File: config.mk
export PLATFORM = sky130hd
export DESIGN_NAME = uesm_core
export DESIGN_NICKNAME = d
export VERILOG_FILES = /design/src/inc/uesm_pkg.sv /design/src/hdl/uesm_core.sv
export VERILOG_INCLUDE_DIRS = /design/src /design/src/inc
export SDC_FILE = /design/constraint.sdc
export NUM_CORES = 1
export LEC_CHECK = 0
export CELL_PAD_IN_SITES_DETAIL_PLACEMENT = 2
export CELL_PAD_IN_SITES_GLOBAL_PLACEMENT = 2
export CORE_ASPECT_RATIO = 1.25
export CORE_MARGIN = 4
export CORE_UTILIZATION = 36
export DETAILED_ROUTE_END_ITERATION = 8
export DONT_BUFFER_PORTS = 1
export GPL_TIMING_DRIVEN = 0
export PLACE_DENSITY_LB_ADDON = 0.1
export SYNTH_ARGS = -nofsm -noshare
export SYNTH_HDL_FRONTEND = slang
export SYNTH_SLANG_ARGS = --single-unit
export TNS_END_PERCENT = 100
File: constraint.sdc
create_clock -name ref_clk -period 2.41 [get_ports ref_clk]
set_input_delay 0.482 -clock ref_clk [delete_from_list [all_inputs] [get_ports ref_clk]]
set_output_delay 0.482 -clock ref_clk [all_outputs]
set_load 0.05 [all_outputs]
File: src/inc/uesm_defs.svh
`ifndef UESM_DEFS_SVH
`define UESM_DEFS_SVH

// ****************************************
// register offsets
// ****************************************
`define UESM_ENABLE_ADDR 16'hFFFD
`define UESM_FLAGS_ADDR 16'hFFFE

// ****************************************
// field positions
// ****************************************
`define UESM_BIT_OVERWRITE 0
`define UESM_BIT_WAKEUP 1
`define UESM_BIT_SETUP 2
`define UESM_BIT_RING 3
`define UESM_BIT_RESUME 5
`define UESM_BIT_SUSPEND 6
`define UESM_BIT_BUSRESET 7

// ****************************************
// reset values and masks
// ****************************************
`define UESM_ENABLE_RESET 8'h00
`define UESM_FLAGS_RESET 8'h00
`define UESM_IMPL_MASK 8'hEF
`define UESM_FUNC_KEEP 8'h80
`define UESM_READ_IDLE 8'h00

`endif

File: src/inc/uesm_pkg.sv
package uesm_pkg;

  // one register access from the local microcontroller
  typedef struct packed {
    logic [15:0] addr;
    logic [7:0] wrData;
    logic wrStb;
    logic rdStb;
  } uesm_bus_t;

  // event sources from the usb engine, all on ref_clk
  typedef struct packed {
    logic setupRcvd;
    logic setupBufBusy;
    logic remoteWake;
    logic resumeDet;
    logic globalSusp;
    logic selectSusp;
    logic busResetDet;
  } uesm_evt_t;

endpackage

File: src/hdl/uesm_core.sv
// The strobed register port was chosen for this implementation.
`timescale 1ns/10ps
`default_nettype none
`include "uesm_defs.svh"

module uesm_core #(
  parameter int SYNC_STAGES = 2
) (
  input wire logic ref_clk,
  input wire logic nrst,
  input wire logic clkEn,
  input wire uesm_pkg::uesm_bus_t busReq,
  input wire uesm_pkg::uesm_evt_t evt,
  input wire logic funcRst,
  input wire logic ringPin,
  output logic [7:0] rdData,
  output logic irqReq,
  output logic ep0ForceNak,
  output logic wakeReq
);

  // ****************************************
  // elaboration checks
  // ****************************************
  if (SYNC_STAGES < 2) begin : gChk
    $error("SYNC_STAGES must be at least 2");
  end

  // ****************************************
  // declarations
  // ****************************************
  logic [7:0] flags_reg;
  logic [7:0] flags_next;
  logic [7:0] enable_reg;
  logic [7:0] enable_next;
  logic [7:0] rdData_reg;
  logic irq_reg;
  logic nak_reg;
  logic wake_reg;
  logic [SYNC_STAGES-1:0] ringSync_reg;
  logic ringPrev_reg;
  logic ringRise;
  logic [7:0] setVec;
  logic [7:0] clrVec;
  logic [7:0] funcClr;
  logic wrFlags;
  logic wrEnable;
  logic rdFlags;
  logic rdEnable;

  // ****************************************
  // register decode
  // ****************************************
  assign wrFlags = busReq.wrStb && (busReq.addr == `UESM_FLAGS_ADDR);
  assign wrEnable = busReq.wrStb && (busReq.addr == `UESM_ENABLE_ADDR);
  assign rdFlags = busReq.rdStb && (busReq.addr == `UESM_FLAGS_ADDR);
  assign rdEnable = busReq.rdStb && (busReq.addr == `UESM_ENABLE_ADDR);

  // ****************************************
  // ring indicator pin
  // ****************************************
  // pin is asynchronous, so it crosses a plain shift chain first
  always_ff @(posedge ref_clk) begin
    if (!nrst) begin
      ringSync_reg <= '0;
    end else if (clkEn) begin
      ringSync_reg <= {ringSync_reg[SYNC_STAGES-2:0], ringPin};
    end
  end

  // edge detector looks only at the last stage
  always_ff @(posedge ref_clk) begin
    if (!nrst) begin
      ringPrev_reg <= 1'b0;
    end else if (clkEn) begin
      ringPrev_reg <= ringSync_reg[SYNC_STAGES-1];
    end
  end

  assign ringRise = ringSync_reg[SYNC_STAGES-1] && !ringPrev_reg;

  // ****************************************
  // event set vector
  // ****************************************
  // overwrite detection
  assign setVec[`UESM_BIT_OVERWRITE] = evt.setupRcvd && evt.setupBufBusy;
  assign setVec[`UESM_BIT_WAKEUP] = evt.remoteWake;
  assign setVec[`UESM_BIT_SETUP] = evt.setupRcvd;
  assign setVec[`UESM_BIT_RING] = ringRise;
  assign setVec[4] = 1'b0; // reserved, never set
  assign setVec[`UESM_BIT_RESUME] = evt.resumeDet;
  assign setVec[`UESM_BIT_SUSPEND] = evt.globalSusp || evt.selectSusp;
  assign setVec[`UESM_BIT_BUSRESET] = evt.busResetDet;

  // ****************************************
  // flag clear sources
  // ****************************************
  // write one clears
  assign clrVec = wrFlags ? (busReq.wrData & `UESM_IMPL_MASK) : 8'h00;
  assign funcClr = funcRst ? ~`UESM_FUNC_KEEP : 8'h00;

  // one slice per flag; set beats any clear landing in the same cycle
  for (genvar i = 0; i < 8; i++) begin : gFlag
    assign flags_next[i] = (flags_reg[i] && !clrVec[i] && !funcClr[i])
      || setVec[i];
  end

  always_ff @(posedge ref_clk) begin
    if (!nrst) begin
      flags_reg <= `UESM_FLAGS_RESET;
    end else if (clkEn) begin
      flags_reg <= flags_next;
    end
  end

  // ****************************************
  // interrupt enable register
  // ****************************************
  // a write in the same cycle as a function reset wins
  always_comb begin
    enable_next = enable_reg;
    if (wrEnable) begin
      enable_next = busReq.wrData & `UESM_IMPL_MASK;
    end else if (funcRst) begin
      enable_next = enable_reg & `UESM_FUNC_KEEP;
    end
  end

  always_ff @(posedge ref_clk) begin
    if (!nrst) begin
      enable_reg <= `UESM_ENABLE_RESET;
    end else if (clkEn) begin
      enable_reg <= enable_next;
    end
  end

  // ****************************************
  // outputs
  // ****************************************
  // built from next values so the request tracks the flags exactly
  always_ff @(posedge ref_clk) begin
    if (!nrst) begin
      irq_reg <= 1'b0;
    end else if (clkEn) begin
      irq_reg <= |(flags_next & enable_next);
    end
  end

  always_ff @(posedge ref_clk) begin
    if (!nrst) begin
      nak_reg <= 1'b0;
    end else if (clkEn) begin
      nak_reg <= flags_next[`UESM_BIT_SETUP];
    end
  end

  // one-cycle wake pulse; the suspend logic elsewhere latches it
  always_ff @(posedge ref_clk) begin
    if (!nrst) begin
      wake_reg <= 1'b0;
    end else if (clkEn) begin
      wake_reg <= ringRise;
    end
  end

  // read data only in the cycle after the strobe, zero elsewhere
  always_ff @(posedge ref_clk) begin
    if (!nrst) begin
      rdData_reg <= `UESM_READ_IDLE;
    end else if (clkEn) begin
      if (rdFlags) begin
        rdData_reg <= flags_reg;
      end else if (rdEnable) begin
        rdData_reg <= enable_reg;
      end else begin
        rdData_reg <= `UESM_READ_IDLE;
      end
    end
  end

  assign rdData = rdData_reg;
  assign irqReq = irq_reg;
  assign ep0ForceNak = nak_reg;
  assign wakeReq = wake_reg;
endmodule

`default_nettype wire

==> flow_summary.json <==
{
  "irDropWorstVdd_mv": 0.255,
  "area_growth_pct": 11.4,
  "end_kind": "flop",
  "setup_viol": 0,
  "intPower_mw": 0.792,
  "dieArea_um2": 5290,
  "cts_setup_buffers": 0,
  "synth_cells": 163,
  "final_common_cell": "dfxtp_1",
  "synth_flop_cell": "dfxtp_1",
  "maxCapViolCount": 0,
  "drc": 0,
  "ant_nets": 0,
  "r2r_start": "flags_reg[2]",
  "critical-path-top-delay-family": "simple AND/OR/NAND/NOR gates",
  "path_clk_slew_ns": 0.07,
  "die_w_um": 65.9,
  "synth.top_cell.area_share_pct": 38.5,
  "drt_iter0_markers": 48,
  "grt_pass1_vias": 1555,
  "maxSlewViolCount": 0,
  "diodes": 0,
  "tightest_slew_ns": 0.653,
  "grt_pass1_wl_mm": 7.97,
  "root_buffer": "clkbuf_8",
  "gp_congestion": 0.784,
  "avgRoutedWirePerCell_um": 21.7,
  "cts_buffers": 5,
  "arrival_ns": 2.33,
  "rsz0062_at_grt": "false",
  "power_density_nw_per_um2": 639,
  "synth_top_area_cell": "dfxtp_1",
  "postSynthAreaPerCell_um2": 9.25,
  "grt_util_all_layers_pct": 20.0,
  "crit_type": "input pin to flop",
  "combPwrFrac_pct": 8.4,
  "dp_hpwl_mm": 3.79,
  "layout_common_cells": "29 x dfxtp_1, 15 x nor2b_1, 13 x nor2_1, 10 x nor3b_1",
  "chipHeight_um": 80.4,
  "worstPathMaxFanout": 8,
  "seq_area_frac_synth_pct": 38.5,
  "startpoint": "busReq[24]",
  "slew_headroom_pct": 56.1,
  "synth-async-reset-ratio_pct": 0,
  "ctsLongestPathBuffers": 2,
  "switchingPower_mw": 0.281,
  "dpl_cell_area_um2": 1580,
  "seqPwrFrac_pct": 50.5,
  "port_buffers": 0,
  "drt-total-wl_mm": 4.94,
  "finalHoldViolCount": 0,
  "clk_latency_ns": 0.28,
  "fin_util_pct": 41.3,
  "holdBufCountCts": 0,
  "hold_path_startpoint": "funcRst",
  "cpPeakStageDelay_ns": 0.63,
  "setup.worst_path.start_class": "input pin",
  "fin_crit_sh_pct": 88.4,
  "cts_resized": 0,
  "antenna_found_initial": 0,
  "timing.final.crit_period_ns": 2.13,
  "crit_required_ns": 2.61,
  "skew_ns": 0.00740,
  "hold_class": "input pin to flop",
  "start_util_pct": 37.1,
  "num_vias": 1363,
  "design_area_um2": 1680,
  "synth.area.top_cells": "dfxtp_1 39%, nor2b_1 6.2%, nor3b_1 5.0%, a221oi_1 4.6%, a22oi_1 4.0%",
  "final_nets": 208,
  "synth_area_um2": 1510,
  "synth_edf_count": 0,
  "fp-row-count": 26,
  "yosys.cell_types.count": 41,
  "syn_nets": 201,
  "grt_max_degree": 11,
  "cp_cell_sequence": "nand4_2 > nor4_1 > and3_1 > clkbuf_1 > a221oi_1 > nor3b_1",
  "htreeDepth": 2,
  "status": "complete, no violations",
  "clock.fmax_mhz": 469,
  "critPathBufInv": 1,
  "fin_tns_setup_ns": 0,
  "synth_warnings": 0,
  "drive_gt1_share_pct": 14.0,
  "cp_slowest_cell": "nor4_1",
  "clkPwrFrac_pct": 41.1,
  "power_leakage_nw": 0.610,
  "pin_count": 49,
  "cts.sinks": 29,
  "via_per_inst": 6.00,
  "p_sw_share_pct": 26.2,
  "hold_ws_ns": 0.299,
  "coreArea_um2": 4070,
  "cts_tree": "built",
  "grt_overflow": 0,
  "ys_ff_latch": 29,
  "drtPass1Iterations": 4,
  "fill_cells": 472
}
cells in the mapped netlist, types with 3 or more instances:
cell type and instances:
a21oi_1 4, nand2_1 4, nor3b_1 10, and3_1 5, o211a_1 5, nor2b_1 15
nor2_1 13, a22oi_1 8, a22o_2 3, dfxtp_1 29, inv_1 4, a221oi_1 8
clkbuf_1 8, nand3_1 6, a31oi_1 3, mux2i_1 5
area by class of cell:
type                    instances  area, µm²  share of cell area (%)
flip-flops and latches         29        581                    34.6
clock inverters                 1       5.00                   0.298
plain buffers                  10       45.0                    2.68
inverters                       4       15.0                   0.894
multi-input cells             120        867                    51.6
well taps                      56       70.1                    4.17
clock buffers                   7       96.3                    5.74
logic make-up after synthesis:
kind of cell / after synthesis / synth area share [%]
AO/OA/AOI/OAI: 45 / 24.6
buffers and inverters: 14 / 3.98
flip-flops: 29 / 38.5
multiplexers: 5 / 3.32
AND/OR/NAND/NOR: 70 / 29.6
power groups by stage:
stage          clock network (mW)  logic [mW]  registers, mW
2_1_floorplan                   0      0.0683          0.547
6_report                    0.441      0.0906          0.541
5_1_grt                     0.479       0.101          0.543
3_3_place_gp                    0      0.0863          0.550
3_5_place_dp                    0      0.0904          0.552
4_1_cts                     0.453      0.0918          0.541
worst paths after layout:
kind | end | depth (start not counted) | slack [ns]
setup reg to reg | irqReq | 3 | 1.04
hold reg to reg | flags_reg[4] | 2 | 0.47
hold / removal | flags_reg[4] | 1 | 0.30
setup / recovery | rdData[0] | 6 | 0.28
worst reg2reg max path, delay by kind of cell (launching register included):
kind,cells,cell delay (ns)
DFF,1,0.70
AOI/OAI and AO/OA,3,0.62
routing by layer:
layer	wire length, µm	GRT usage (%)
met1	1970	22.0
met2	2540	35.8
met3	336	6.01
met4	87	7.05
met5	0	0
stage by stage:
step	cells	total power, mW	worst slack (ns)
floorplan	163	0.615	0.374
global placement	219	0.636	0.0313
detailed placement	219	0.642	-0.0490
CTS	227	1.09	0.210
global route	227	1.12	0.0703
finish	227	1.07	0.279
No activity file was read; power rests on OpenSTA's default activity.
